File: src/cgu_defs.svh
// Purpose: Constants for the clock generation unit with oscillator halt detection.
// Assumes: sys_clk is a free-running on-chip clock at 100 MHz.
// Notes:   Times are kept in their own unit, cycle counts are derived from them.
`ifndef CGU_DEFS_SVH
`define CGU_DEFS_SVH

// =====================================================================
// Timing
`define CGU_SYS_CLK_MHZ      100
`define CGU_HALT_TIMEOUT_NS  2000
`define CGU_HALT_TIMEOUT_CYC ((`CGU_HALT_TIMEOUT_NS * `CGU_SYS_CLK_MHZ) / 1000)
`define CGU_HALT_CNT_W       8

// =====================================================================
// Structure
`define CGU_SYS_DIV_STAGES   13
`define CGU_PER_DIV_STAGES   10
`define CGU_HC_PINS          6
`define CGU_PERIOD_W         8
`define CGU_PERIOD_MAX       8'hFF
`define CGU_PCLK_RATIO       2'h2
`define CGU_HIZ_EN_RST       1'b0

`endif

File: src/cgu_pkg.sv
// Purpose: Types for the clock generation unit.
// Assumes: Constants live in cgu_defs.svh.
// Notes:   Clock enables travel as packed structs, one per clock group.
package cgu_pkg;

  // =====================================================================
  // Clock mode pin encodings, giving the multiplication shift.
  typedef enum logic [1:0] {
    CGU_MULT_X1   = 2'h0,
    CGU_MULT_X2   = 2'h1,
    CGU_MULT_X4   = 2'h2,
    CGU_MULT_RSVD = 2'h3
  } cgu_mult_t;

  // Supervisor states, Gray coded along run, standby, halted.
  typedef enum logic [1:0] {
    CGU_RUN    = 2'h0,
    CGU_STBY   = 2'h1,
    CGU_HALTED = 2'h3
  } cgu_state_t;

  // System clock group enables.
  typedef struct packed {
    logic core;
    logic brk;
    logic xfer;
    logic bus;
    logic dma;
    logic wdog;
    logic dbg;
    logic rom;
    logic ram;
  } cgu_sys_en_t;

  // Peripheral clock group enables.
  typedef struct packed {
    logic timer;
    logic out_disable;
    logic serial;
    logic i2c;
    logic converter;
    logic cmp_timer;
    logic scan;
  } cgu_per_en_t;

  // High-current pin drive, output value and output enable.
  typedef struct packed {
    logic [5:0] o;
    logic [5:0] oe;
  } cgu_hc_pins_t;

endpackage : cgu_pkg

File: src/cgu_clock_unit.sv
// Purpose: Clock generation unit: PLL model, prescalers, group enables and halt watch.
// Assumes: sys_clk is free running and independent of the oscillator input.
// Notes:   Clocks leave the block as one-cycle enable pulses on sys_clk.
//
// How it works
// - A system tick and a peripheral tick are made and prescaled into /2 to /8192 and /2 to /1024 pulses.
// - Core-side modules get the system tick and peripheral modules get the peripheral tick.
// - The oscillator edges pass a PLL stage that sets the system tick rate from the measured input period.
// - The clock mode pins choose one, two or four system ticks per oscillator period.
// - With no oscillator edge seen and hiz_en set, the six high-current pins are forced to high impedance.
// - In software standby the six high-current pins can be forced to high impedance.
// - After standby ends the six pins follow the pin function controller again.
// - A halt outside standby is held until reset, even if the oscillator restarts.
`include "cgu_defs.svh"
`timescale 1ns/100ps
`default_nettype none

module cgu_clock_unit
  import cgu_pkg::*;
(
  input  wire logic                             sys_clk,
  input  wire logic                             sys_rst,
  input  wire logic                             osc_input_pin,
  input  wire logic [1:0]                       clk_mode_pin,
  input  wire logic                             stby_req,
  input  wire logic                             hiz_en_wr,
  input  wire logic                             hiz_en_wdata,
  input  wire cgu_hc_pins_t                     pfc_pins,
  output cgu_hc_pins_t                          hc_pins,
  output logic                                  hiz_en,
  output logic                                  osc_halted,
  output logic                                  sys_tick,
  output logic                                  per_tick,
  output logic [`CGU_SYS_DIV_STAGES-1:0]        sys_div_tick,
  output logic [`CGU_PER_DIV_STAGES-1:0]        per_div_tick,
  output cgu_sys_en_t                           sys_en,
  output cgu_per_en_t                           per_en
);

  // =====================================================================
  // Input synchronisers
  logic                        osc_s1_q;
  logic                        osc_s2_q;
  logic                        osc_s3_q;
  logic [1:0]                  mode_s1_q;
  logic [1:0]                  mode_s2_q;
  logic                        osc_rise;
  logic                        osc_edge;

  // Two flops per pin; the third oscillator flop only serves edge detection.
  always_ff @(posedge sys_clk) begin
    if (sys_rst) begin
      osc_s1_q  <= 1'b0;
      osc_s2_q  <= 1'b0;
      osc_s3_q  <= 1'b0;
      mode_s1_q <= 2'h0;
      mode_s2_q <= 2'h0;
    end else begin
      osc_s1_q  <= osc_input_pin;
      osc_s2_q  <= osc_s1_q;
      osc_s3_q  <= osc_s2_q;
      mode_s1_q <= clk_mode_pin;
      mode_s2_q <= mode_s1_q;
    end
  end

  assign osc_rise = osc_s2_q & ~osc_s3_q;
  assign osc_edge = osc_s2_q ^ osc_s3_q;

  // =====================================================================
  // Halt supervisor
  cgu_state_t                  state_q;
  logic [`CGU_HALT_CNT_W-1:0]  halt_cnt_q;
  logic                        hiz_en_q;
  logic                        force_hiz;

  // Edge watchdog; cleared in standby because the source is legally stopped there.
  always_ff @(posedge sys_clk) begin
    if (sys_rst || osc_edge || state_q != CGU_RUN) begin
      halt_cnt_q <= '0;
    end else if (halt_cnt_q != `CGU_HALT_CNT_W'(`CGU_HALT_TIMEOUT_CYC - 1)) begin
      halt_cnt_q <= halt_cnt_q + 1'b1;
    end
  end

  // Run, standby and a halted state that only reset leaves.
  always_ff @(posedge sys_clk) begin
    if (sys_rst) begin
      state_q <= CGU_RUN;
    end else begin
      unique case (state_q)
        CGU_RUN: begin
          if (stby_req) begin
            state_q <= CGU_STBY;
          end else if (!osc_edge && halt_cnt_q == `CGU_HALT_CNT_W'(`CGU_HALT_TIMEOUT_CYC - 1)) begin
            state_q <= CGU_HALTED;
          end
        end
        CGU_STBY: begin
          if (!stby_req) begin
            state_q <= CGU_RUN;
          end
        end
        CGU_HALTED: begin
          state_q <= CGU_HALTED;
        end
        default: begin
          state_q <= CGU_HALTED;
        end
      endcase
    end
  end

  // Software enable for the high-impedance override.
  always_ff @(posedge sys_clk) begin
    if (sys_rst) begin
      hiz_en_q <= `CGU_HIZ_EN_RST;
    end else if (hiz_en_wr) begin
      hiz_en_q <= hiz_en_wdata;
    end
  end

  assign force_hiz = hiz_en_q && (state_q != CGU_RUN);

  // Pin drive is registered; the override beats the pin function selection.
  always_ff @(posedge sys_clk) begin
    if (sys_rst) begin
      hc_pins <= '0;
    end else begin
      hc_pins.o  <= pfc_pins.o;
      hc_pins.oe <= force_hiz ? 6'h00 : pfc_pins.oe;
    end
  end

  assign hiz_en     = hiz_en_q;
  assign osc_halted = (state_q == CGU_HALTED);

  // =====================================================================
  // PLL stage
  logic [`CGU_PERIOD_W-1:0]    per_cnt_q;
  logic [`CGU_PERIOD_W-1:0]    period_q;
  logic [`CGU_PERIOD_W-1:0]    phase_q;
  logic [`CGU_PERIOD_W-1:0]    slice;
  logic [1:0]                  shift;
  logic                        sys_tick_q;

  // Reserved mode code falls back to times one.
  assign shift = (mode_s2_q == CGU_MULT_RSVD) ? 2'h0 : mode_s2_q;
  assign slice = ((period_q >> shift) == '0) ? `CGU_PERIOD_W'(1) : (period_q >> shift);

  // Measures the oscillator period in sys_clk cycles.
  always_ff @(posedge sys_clk) begin
    if (sys_rst) begin
      per_cnt_q <= '0;
      period_q  <= '0;
    end else if (osc_rise) begin
      period_q  <= per_cnt_q + 1'b1;
      per_cnt_q <= '0;
    end else if (per_cnt_q != `CGU_PERIOD_MAX) begin
      per_cnt_q <= per_cnt_q + 1'b1;
    end
  end

  // Splits each period into one, two or four ticks, realigned on each rising edge.
  always_ff @(posedge sys_clk) begin
    if (sys_rst || state_q != CGU_RUN || period_q == '0) begin
      phase_q    <= '0;
      sys_tick_q <= 1'b0;
    end else if (osc_rise || phase_q == slice - 1'b1) begin
      phase_q    <= '0;
      sys_tick_q <= 1'b1;
    end else begin
      phase_q    <= phase_q + 1'b1;
      sys_tick_q <= 1'b0;
    end
  end

  // =====================================================================
  // Peripheral tick and prescalers
  logic [1:0]                     pratio_q;
  logic                           per_tick_q;
  logic [`CGU_SYS_DIV_STAGES-1:0] sys_pre_q;
  logic [`CGU_PER_DIV_STAGES-1:0] per_pre_q;

  // Peripheral tick is the system tick divided by a fixed ratio.
  always_ff @(posedge sys_clk) begin
    if (sys_rst) begin
      pratio_q   <= '0;
      per_tick_q <= 1'b0;
    end else if (sys_tick_q) begin
      pratio_q   <= (pratio_q == `CGU_PCLK_RATIO - 2'h1) ? 2'h0 : pratio_q + 2'h1;
      per_tick_q <= (pratio_q == `CGU_PCLK_RATIO - 2'h1);
    end else begin
      per_tick_q <= 1'b0;
    end
  end

  // Prescaler counters advance on their own base tick.
  always_ff @(posedge sys_clk) begin
    if (sys_rst) begin
      sys_pre_q <= '0;
      per_pre_q <= '0;
    end else begin
      if (sys_tick_q) begin
        sys_pre_q <= sys_pre_q + 1'b1;
      end
      if (per_tick_q) begin
        per_pre_q <= per_pre_q + 1'b1;
      end
    end
  end

  // Stage k pulses once every 2^(k+1) base ticks.
  for (genvar k = 0; k < `CGU_SYS_DIV_STAGES; k++) begin : g_sys_div
    always_ff @(posedge sys_clk) begin
      if (sys_rst) begin
        sys_div_tick[k] <= 1'b0;
      end else begin
        sys_div_tick[k] <= sys_tick_q & (&sys_pre_q[k:0]);
      end
    end
    if (k < `CGU_PER_DIV_STAGES) begin : g_per_div
      always_ff @(posedge sys_clk) begin
        if (sys_rst) begin
          per_div_tick[k] <= 1'b0;
        end else begin
          per_div_tick[k] <= per_tick_q & (&per_pre_q[k:0]);
        end
      end
    end
  end

  // Group enables fan the two base ticks out to their modules.
  assign sys_tick = sys_tick_q;
  assign per_tick = per_tick_q;
  assign sys_en   = {9{sys_tick_q}};
  assign per_en   = {7{per_tick_q}};

  // =====================================================================
  // Checks
  chk_hiz_on_halt: assert property (@(posedge sys_clk) disable iff (sys_rst)
    (state_q == CGU_HALTED && hiz_en_q) |=> (hc_pins.oe == 6'h00))
    else $error("High-current pins driven after oscillator halt.");

  chk_hiz_in_stby: assert property (@(posedge sys_clk) disable iff (sys_rst)
    (stby_req && hiz_en_q && state_q == CGU_RUN) |=> ##1 (hc_pins.oe == 6'h00))
    else $error("High-current pins driven in standby.");

  chk_pins_follow: assert property (@(posedge sys_clk) disable iff (sys_rst)
    (state_q == CGU_RUN && !sys_rst) |=> (hc_pins.oe == $past(pfc_pins.oe)))
    else $error("High-current pins do not follow the function controller.");

  chk_halt_timeout: assert property (@(posedge sys_clk) disable iff (sys_rst)
    (state_q == CGU_RUN && !stby_req && !osc_edge
     && halt_cnt_q == `CGU_HALT_CNT_W'(`CGU_HALT_TIMEOUT_CYC - 1)) |=> osc_halted)
    else $error("Halt not flagged at the timeout.");

  chk_halt_sticky: assert property (@(posedge sys_clk) disable iff (sys_rst)
    osc_halted |=> osc_halted [*3])
    else $error("Halted state left without reset.");

  chk_en_reset: assert property (@(posedge sys_clk)
    ($past(sys_rst) && !sys_rst) |-> !hiz_en_q)
    else $error("Override enable not cleared by reset.");

  chk_no_tick_stop: assert property (@(posedge sys_clk) disable iff (sys_rst)
    (state_q != CGU_RUN) |=> !sys_tick_q)
    else $error("System tick while oscillator stopped or halted.");

  chk_div_nest: assert property (@(posedge sys_clk) disable iff (sys_rst)
    (sys_div_tick[12] |-> sys_div_tick[0]) and (per_div_tick[9] |-> per_div_tick[0]))
    else $error("Prescaler stages not nested.");

  chk_grp_en: assert property (@(posedge sys_clk) disable iff (sys_rst)
    per_tick_q |-> (per_en.timer && per_en.scan && $past(sys_tick_q)))
    else $error("Group enables out of step with base ticks.");

endmodule : cgu_clock_unit

`default_nettype wire

File: config.mk
export PLATFORM = sky130hd
export DESIGN_NAME = cgu_clock_unit
export DESIGN_NICKNAME = d
export VERILOG_FILES = /design/src/cgu_pkg.sv /design/src/cgu_clock_unit.sv
export VERILOG_INCLUDE_DIRS = /design/src /design/src/src
export SDC_FILE = /design/constraint.sdc
export NUM_CORES = 1
export LEC_CHECK = 0
export BUFFER_PORTS_ARGS = -buffer_cell sky130_fd_sc_hd__buf_2
export CORE_ASPECT_RATIO = 0.5
export CORE_MARGIN = 3
export CORE_UTILIZATION = 44
export CTS_CLUSTER_DIAMETER = 60
export DETAILED_ROUTE_END_ITERATION = 8
export PLACE_DENSITY_LB_ADDON = 0.15
export SLEW_MARGIN = 20
export SYNTH_ARGS = -nofsm -noshare
export SYNTH_HDL_FRONTEND = slang
export SYNTH_SLANG_ARGS = --single-unit
File: constraint.sdc
create_clock -name sys_clk -period 2.7 [get_ports sys_clk]
set_input_delay 0.27 -clock sys_clk [delete_from_list [all_inputs] [get_ports sys_clk]]
set_output_delay 0.27 -clock sys_clk [all_outputs]
set_load 0.05 [all_outputs]
==> flow_metrics.tcl, run 1 <==
set metrics [dict create \
    fin_nets 570 \
    tightest_slew_ns 0.9816 \
    reg2regPathDepth 12 \
    design.die.area_um2 11370 \
    yosys_warnings 0 \
    slowest_delay_ns 0.39 \
    synth_most_common_cell "dfxtp_1" \
    grt_pass1_vias 3076 \
    clk_pin_slew_ns 0.07 \
    syn_area_um2 4427 \
    synth_xor_area_frac 0.09214 \
    drt_wl_total_um 8410 \
    period_needed_ns 2.506 \
    critPathRequiredTime_ns 2.99 \
    synth_top_family_by_area "simple AND/OR/NAND/NOR gates" \
    cts-root-buf "clkbuf_16" \
    p_leak_nw 2.349 \
    port_buffers 74 \
    ys_types 51 \
    clock_path_buffers 2 \
    h-tree-depth 3 \
    synthAdderAreaFrac 0.03674 \
    placed_cells 661 \
    worst_slack_ns 0.1937 \
    worst_hold_path.endpoint "hc_pins[4]" \
    reg2reg_to "sys_tick" \
    syn_nets 497 \
    drc 0 \
    crit_fanout 12 \
    cts_hold_buf 0 \
    finalHoldViolCount 0 \
    synthMuxAreaShare 0.02713 \
    clock.fmax_mhz 399.0 \
    clock_latency_ns 0.35 \
    layout-drive-gt1-share 0.2509 \
    initial_core_util 0.4610 \
    synth_edf_count 0 \
    worst_ep_arrival_time_ns 2.79 \
    min_from "pfc_pins[4]" \
    antenna_found_initial 0 \
    ioPinCount 75 \
    cts-buffers-inserted 9 \
    synthArstFlopShare 0 \
    dp_hpwl_um 6090 \
    finClkSkew_ns 0.01065 \
    finalCritPeriodShare 0.9282 \
    ir_worst_vdd_uv 298.8 \
    cp.buffers_inverters 2 \
    cp-end-kind "register" \
    grt_start_max_net_pins 43 \
    core_um2 9603 \
    regToRegStartpoint "mode_s2_q[0]" \
    routabilityCongestion 0.8829 \
    hp-class "input port to register" \
    drv_cap 0 \
    area_growth_pct 18.88 \
    synthCells 464 \
    synth_top_area_frac 0.4703 \
    yosys.area.top_type "dfxtp_1" \
    post-route-util 0.5480 \
    setup_viol 0 \
    antenna-diode-count 0 \
    rows 25 \
    relSlewSlack 0.3397 \
    ys_top_cells_by_area "dfxtp_1 (47%), nor2_1 (5.6%), xor2_1 (4.6%), ha_1 (3.7%), xnor2_1 (3.6%)" \
    netlist_top_cells_count "dfxtp_1 (104), nor2_1 (66), xor2_1 (23)" \
    hold-path-cell-count 2 \
    crit_family "compound AO/OA/AOI/OAI gates" \
    status "finished clean" \
    vias 3269 \
    synthFlopType "dfxtp_1" \
    fin_cells 677 \
    crit_chain "xnor2_2 -> buf_4 -> a221oi_2 -> a21oi_1 -> ha_1 -> xnor2_1 -> a21oi_1 -> nand2_1 -> nor4_2 -> a41o_1 -> buf_4 -> and2_1" \
    cpMaxStageDelayCell "dfxtp_4" \
    drt_iter0_drc 125 \
    synth_seq_cells 104 \
    report.final.slew_viol_count 0 \
    wire_per_inst_um 12.42 \
    overflow 0 \
    vias_per_cell 4.829 \
    avgSynthCellArea_um2 9.540 \
    hold_ws_ns 0.1187 \
    clock-sinks 104 \
    grt_usage 0.1530 \
    ff2ff_setup_slack_ns 0.19 \
    ant_nets 0 \
    dp_slack_ns 0.01187 \
    drt_pass1_iterations 4 \
    critPathLaunchType "register" \
    seq_area_frac_synth 0.4703 \
    grt_pass1_wl_um 14320 \
    die_h_um 76.93 \
    path_class "register to register" \
    tritoncts "done" \
    synth_compound_area_frac 0.07462 \
    yosys.area_share.simple 0.2434 \
    p_per_area_nw_per_um2 614.3 \
    die_x_um 147.9 \
]
[sequential cells by signal, indices dropped and copies added, names as in the netlist]
name          flops
osc_s1_q          1
pratio_q          2
sys_tick          1
osc_s3_q          1
sys_div_tick     13
osc_s2_q          1
sys_pre_q        13
per_pre_q        10
hc_pins          12
period_q          8
mode_s2_q         2
mode_s1_q         2
phase_q           8
per_cnt_q         8
hiz_en            1
state_q           2
halt_cnt_q        8
per_tick          1
per_div_tick     10
[power breakdown]
part / total, mW / internal [mW] / switching, mW
Combinational: 0.362 / 0.153 / 0.209
Sequential: 1.60 / 1.57 / 0.0305
Clock: 1.27 / 0.672 / 0.603
[cells by family (layout without fill, tap and decap cells)]
kind of cell / Yosys count / count (layout)
AO/OA/AOI/OAI: 45 / 45
XOR/XNOR: 44 / 44
flip-flops: 104 / 104
AND/OR/NAND/NOR: 201 / 201
adder cells (fa/ha/maj): 13 / 13
buffers and inverters: 45 / 123
multiplexers: 12 / 12
[how the worst max path moves through the flow]
stage / from / to / slack, ns / depth (start not counted)
2_1_floorplan: mode_s2_q[0] / sys_tick / 0.19 / 13
3_3_place_gp: mode_s2_q[0] / sys_tick / 0.06 / 12
3_5_place_dp: mode_s2_q[0] / sys_tick / 0.01 / 12
4_1_cts: mode_s2_q[1] / sys_tick / 0.02 / 12
5_1_grt: mode_s2_q[0] / sys_tick / -0.006 / 12
6_report: mode_s2_q[0] / sys_tick / 0.19 / 12
[cell type report]
type	count	area, um2
tap	135	168.9
inverter	10	37.54
sequential	104	2092
fill	895	4340
multi-input combinational	315	2122
timing repair buffer	97	543.0
clock inverter	6	60.06
clock buffer	10	239.0
[through the flow]
step / power, mW / area [um2] / TNS [ns]
floorplan: 1.893 / 4427 / 0
global placement: 1.986 / 4930 / 0
detailed placement: 1.986 / 4930 / 0
CTS: 3.259 / 5230 / 0
global route: 3.393 / 5263 / -0.006256
finish: 3.233 / 5263 / 0
[layout by cell type, fill, tap and decap left out, types with 4 or more instances in the layout]
cell type / instances
a211oi_1: 11
a21oi_1: 12
and2_1: 22
and3_1: 19
buf_2: 74
buf_4: 23
clkbuf_16: 9
dfxtp_1: 100
ha_1: 13
inv_1: 10
mux2i_1: 12
nand2_1: 20
nand3_1: 15
nand4_1: 5
nor2_1: 66
nor2b_1: 19
nor3_1: 9
nor3b_1: 4
nor4b_2: 5
o21ai_0: 6
xnor2_1: 18
xor2_1: 23
[layer usage]
layer	part of all wire	vias to the layer above	track usage
li1	-	1701	-
met1	0.49	1536	0.2003
met2	0.48	24	0.2462
met3	0.024	8	0.04841
met4	0.011	0	0.03963
met5	0	-	0
[repair_timing]
item / in CTS / in global routing
cloned: 0 / 0
setup endpoints to repair: 1 / 9
setup buffers: 0 / 0
gates resized for setup: 1 / 9
Note: power is estimated with default switching activity, not from simulation.
==> inputs of run 2 (changes only) <==
CTS_BUF_LIST = sky130_fd_sc_hd__clkbuf_8   (was not set)
==> flow_metrics.tcl, run 2 (synthesis results as in run 1) <==
set metrics [dict create \
    rows 25 \
    post-route-util 0.5375 \
    drt_pass1_iterations 4 \
    power.total_mw 2.905 \
    period_needed_ns 2.517 \
    cts-buffers-inserted 9 \
    final_common_cell "dfxtp_1" \
    clock_path_buffers 2 \
    die_x_um 147.9 \
    tightest_slew_ns 0.9774 \
    ant_nets 0 \
    area_growth_pct 16.59 \
    grt_pass1_wl_um 14180 \
    clock.fmax_mhz 397.3 \
    place_area_um2 4930 \
    vias_per_cell 4.780 \
    status "finished clean" \
    grt_start_max_net_pins 43 \
    drt_wl_total_um 8367 \
    cts_hold_buf 0 \
    initial_core_util 0.4610 \
    hold-path-cell-count 2 \
    crit_fanout 12 \
    clock-sinks 104 \
    regToRegStartpoint "mode_s2_q[0]" \
    layout-drive-gt1-share 0.2509 \
    wire_per_inst_um 12.36 \
    critPathRequiredTime_ns 3.01 \
    hold_ws_ns 0.08497 \
    relSlewSlack 0.3425 \
    design.die.area_um2 11370 \
    post_cts_buffers 0 \
    dp_hpwl_um 6090 \
    critPathLaunchType "register" \
    clock_latency_ns 0.38 \
    finClkSkew_ns 0.01574 \
    top_regs "sys_div_tick x13, sys_pre_q x13, hc_pins x12" \
    cts-root-buf "clkbuf_8" \
    antenna_found_initial 0 \
    design_area_um2 5161 \
    worst_ep_arrival_time_ns 2.83 \
    reg2regPathDepth 12 \
    final_cell_mix "dfxtp_1 (100), buf_2 (74), nor2_1 (66)" \
    min_from "pfc_pins[5]" \
    worst_slack_ns 0.1829 \
    tritoncts "done" \
    hp-class "input port to register" \
    clk_pin_slew_ns 0.11 \
    report.final.slew_viol_count 0 \
    core_um2 9603 \
    crit_start "mode_s2_q[0]" \
    port_buffers 74 \
    grt_usage 0.1526 \
    p_leak_nw 2.303 \
    vias 3236 \
    path_class "register to register" \
    fin_nets 570 \
    cp-end-kind "register" \
    grt_pass1_vias 3022 \
    antenna-diode-count 0 \
    dp_slack_ns 0.01187 \
    ir_worst_vdd_uv 264.7 \
    finalHoldViolCount 0 \
    p_per_area_nw_per_um2 562.8 \
    setup_viol 0 \
    die_h_um 76.93 \
    ioPinCount 75 \
    drv_cap 0 \
    routabilityCongestion 0.8829 \
    h-tree-depth 3 \
    drt_iter0_drc 121 \
    finalCritPeriodShare 0.9322 \
    drc 0 \
    overflow 0 \
]
run 2: cell counts in the layout (fill, tap and decap cells not counted):
Identical to the previous run, type by type.
run 2: metal layers:
layer  GRT usage  part of all wire
met2      0.2435              0.47
met4     0.05438             0.014
met5           0                 0
met3     0.04250             0.021
met1      0.1992              0.49
run 2: cell type report:
type	count	area, um2
fill	903	4442
multi-input combinational	315	2122
sequential	104	2092
timing repair buffer	97	543.0
tap	135	168.9
clock buffer	10	137.6
clock inverter	6	60.06
inverter	10	37.54
run 2: path summary, 6_finish.rpt:
path | to | slack [ns]
hold / removal | hc_pins[5] | 0.08
hold reg to reg | mode_s2_q[1] | 0.44
setup / recovery | sys_tick | 0.18
setup reg to reg | sys_tick | 0.18
run 2: stage by stage:
stage          std cells  setup TNS, ns
2_1_floorplan        464              0
3_3_place_gp         661              0
3_5_place_dp         661              0
4_1_cts              677              0
5_1_grt              677      -0.009337
6_report             677              0
run 2: worst max-delay path, cell delays in order, from the launching register on:
cell      delay (ns)
dfxtp_4         0.40
xnor2_2         0.18
buf_4           0.16
a221oi_2        0.24
a21oi_1         0.11
ha_1            0.32
xnor2_1         0.12
a21oi_1         0.13
nand2_1         0.08
nor4_2          0.24
a41o_1          0.19
buf_4           0.16
and2_1          0.13
run 2: where the power goes:
part           leakage (nW)  switching (mW)  internal [mW]
combinational          1.36           0.209          0.153
sequential            0.847          0.0302           1.57
clock                0.0942           0.566          0.381
run 2: timing repair:
item | in CTS | in global routing
endpoints found under the setup margin | 1 | 9
resized for setup | 1 | 9
hold endpoints to repair | 0 | 0
gates cloned | 0 | 0
pin swaps | 0 | 0
==> inputs of run 3 (changes only) <==
ABC_AREA = 1   (was not set)
==> flow_metrics.tcl, run 3 <==
set metrics [dict create \
    relSlewSlack 0.6965 \
    grt_start_max_net_pins 38 \
    post-route-util 0.5385 \
    grt_use_met3 0.03955 \
    cp.buffers_inverters 2 \
    die_h_um 76.89 \
    synth_most_common_cell "nor2_1" \
    h-tree-depth 3 \
    slowest_delay_ns 0.39 \
    fin_nets 689 \
    comb_power_share 0.090 \
    syn_area_um2 4422 \
    crit_fanout 8 \
    cp-end-kind "register" \
    dp_hpwl_um 6277 \
    synth_top_area_frac 0.4709 \
    core_um2 9603 \
    critPathRequiredTime_ns 2.96 \
    worst_ep_arrival_time_ns 2.74 \
    design.die.area_um2 11360 \
    overflow 0 \
    wire_per_inst_um 10.67 \
    initial_core_util 0.4605 \
    syn_nets 619 \
    antenna_found_initial 0 \
    ir_worst_vdd_uv 248.1 \
    report.final.slew_viol_count 0 \
    synth_seq_cells 104 \
    drc 0 \
    cpMaxStageDelayCell "dfxtp_4" \
    ant_nets 0 \
    p_per_area_nw_per_um2 554.2 \
    avgSynthCellArea_um2 7.546 \
    drt_wl_total_um 8482 \
    finalHoldViolCount 0 \
    die_x_um 147.8 \
    vias 3633 \
    setup_tns_ns 0 \
    ys_top_cells_by_area "dfxtp_1 (47%), nor2_1 (9.1%), inv_1 (7.9%), nand2_1 (7.4%), nand3_1 (4.1%)" \
    routabilityCongestion 0.8398 \
    p_leak_nw 2.434 \
    hp-class "input port to register" \
    finClkSkew_ns 0.009633 \
    top_usage_layer "met2" \
    grtUsageMet1 0.1886 \
    path_class "register to register" \
    top_regs "sys_div_tick x13, sys_pre_q x13, hc_pins x12" \
    p_switching_mw 0.7064 \
    ff2ff_setup_slack_ns 0.22 \
    synthFlopType "dfxtp_1" \
    period_needed_ns 2.479 \
    drt_pass1_iterations 5 \
    antenna-diode-count 0 \
    area_growth_pct 16.95 \
    finalCritPeriodShare 0.9181 \
    synthCells 586 \
    crit_chain "inv_4 -> nand2_4 -> nand2_4 -> nor2_1 -> nor2_2 -> nand2_1 -> nor2_2 -> nand2_2 -> nand2_2 -> inv_1 -> ha_2 -> xor2_1 -> nand2_1 -> nor2_1 -> nand3_1 -> nor2_2 -> nand3_2 -> nand3_4 -> nor2_1" \
    cts-root-buf "clkbuf_8" \
    tightest_slew_ns 0.4511 \
    ioPinCount 75 \
    cts-buffers-inserted 9 \
    drv_cap 0 \
    power_frac_seq 0.552 \
    drt_iter0_drc 138 \
    netlist_top_cells_count "nor2_1 (107), dfxtp_1 (104), inv_1 (93)" \
    final_cell_mix "dfxtp_1 (102), inv_1 (94), nor2_1 (93)" \
    intPower_mw 2.160 \
    met2_usage 0.2677 \
    grt_pass1_vias 3357 \
    clock_path_buffers 2 \
    ys_types 31 \
    rows 25 \
    switching_share 0.2465 \
    pwr-share-clk 0.358 \
    grt_pass1_wl_um 14550 \
    critPathLaunchType "register" \
    clock.fmax_mhz 403.4 \
    tritoncts "done" \
    status "finished clean" \
    clock_latency_ns 0.37 \
    port_buffers 74 \
    synth_edf_count 0 \
    seq_area_frac_synth 0.4709 \
    clock-sinks 104 \
    vias_per_cell 4.570 \
    final_common_cell "dfxtp_1" \
    grt_usage 0.1541 \
    yosys_warnings 0 \
    yosys.area.top_type "dfxtp_1" \
    setup_viol 0 \
    crit_family "simple AND/OR/NAND/NOR gates" \
    layout-drive-gt1-share 0.2045 \
    synthArstFlopShare 0 \
    clk_pin_slew_ns 0.09 \
]
==> run 3: cell count changes after synthesis, moves of 18 or more <==
cell / delta
inv_1: +83
nand2_1: +67
nor2_1: +41
and2_1: -22
nand3_1: +21
nor2b_1: -19
o21ai_0: +19
and3_1: -18
==> run 3: per-stage QoR <==
step	setup slack (ns)	instance area (um2)	hold slack (ns)	instances	power (mW)
6_report	0.2212	5171	0.09199	795	2.866
3_5_place_dp	0.06023	4860	0.3957	777	1.865
5_1_grt	-0.01347	5171	0.06394	795	3.012
3_3_place_gp	0.1088	4860	0.3906	777	1.863
2_1_floorplan	0.3509	4422	0.3642	586	1.807
4_1_cts	0.03224	5070	0.06988	792	2.898
==> run 3: timing repair <==
action	4_1_cts	5_1_grt
buffers inserted	0	3
gates resized for setup	0	30
endpoints found under the setup margin	0	9
hold buffers	0	0
==> run 3: cells by family (layout without fill, tap and decap cells) <==
family,Yosys count,in the layout,share of synthesized area
compound gates,61,61,0.07499
simple gates,271,271,0.2683
buf+inv,120,194,0.1155
flops,104,104,0.4709
fa+ha+maj,13,13,0.03679
xor+xnor,17,17,0.03367
==> run 3: final cells by class <==
type	instances	area, um2
flip-flops and latches	104	2090
fillers	953	4432
repair buffers	84	445.4
clock inverters	6	86.33
clock buffers	9	123.9
inverters	95	364.1
multi-input cells	362	1893
well taps	135	168.9
==> run 3: worst paths after layout <==
check	cells past startpoint	endpoint	from
worst max-delay path	19	phase_q[2]	mode_s2_q[0]
worst max register to register	19	phase_q[2]	mode_s2_q[0]
worst min register to register	2	osc_s2_q	osc_s1_q
worst min-delay path	2	hiz_en	hiz_en_wr
==> run 3: layer usage <==
layer	vias to the layer above	share of wire
li1	1965	-
met1	1612	0.48
met2	50	0.47
met3	6	0.043
met4	0	0.0084
met5	-	0
==> run 3: power by group through the flow <==
| stage | Clock, mW | Sequential, mW | Combinational [mW] |
|---|---|---|---|
| after global routing | 1.13 | 1.59 | 0.291 |
| final | 1.02 | 1.58 | 0.259 |
| after detailed placement | 0 | 1.62 | 0.247 |
| after CTS | 1.07 | 1.58 | 0.248 |
| after floorplan | 0 | 1.66 | 0.144 |
| after global placement | 0 | 1.62 | 0.245 |
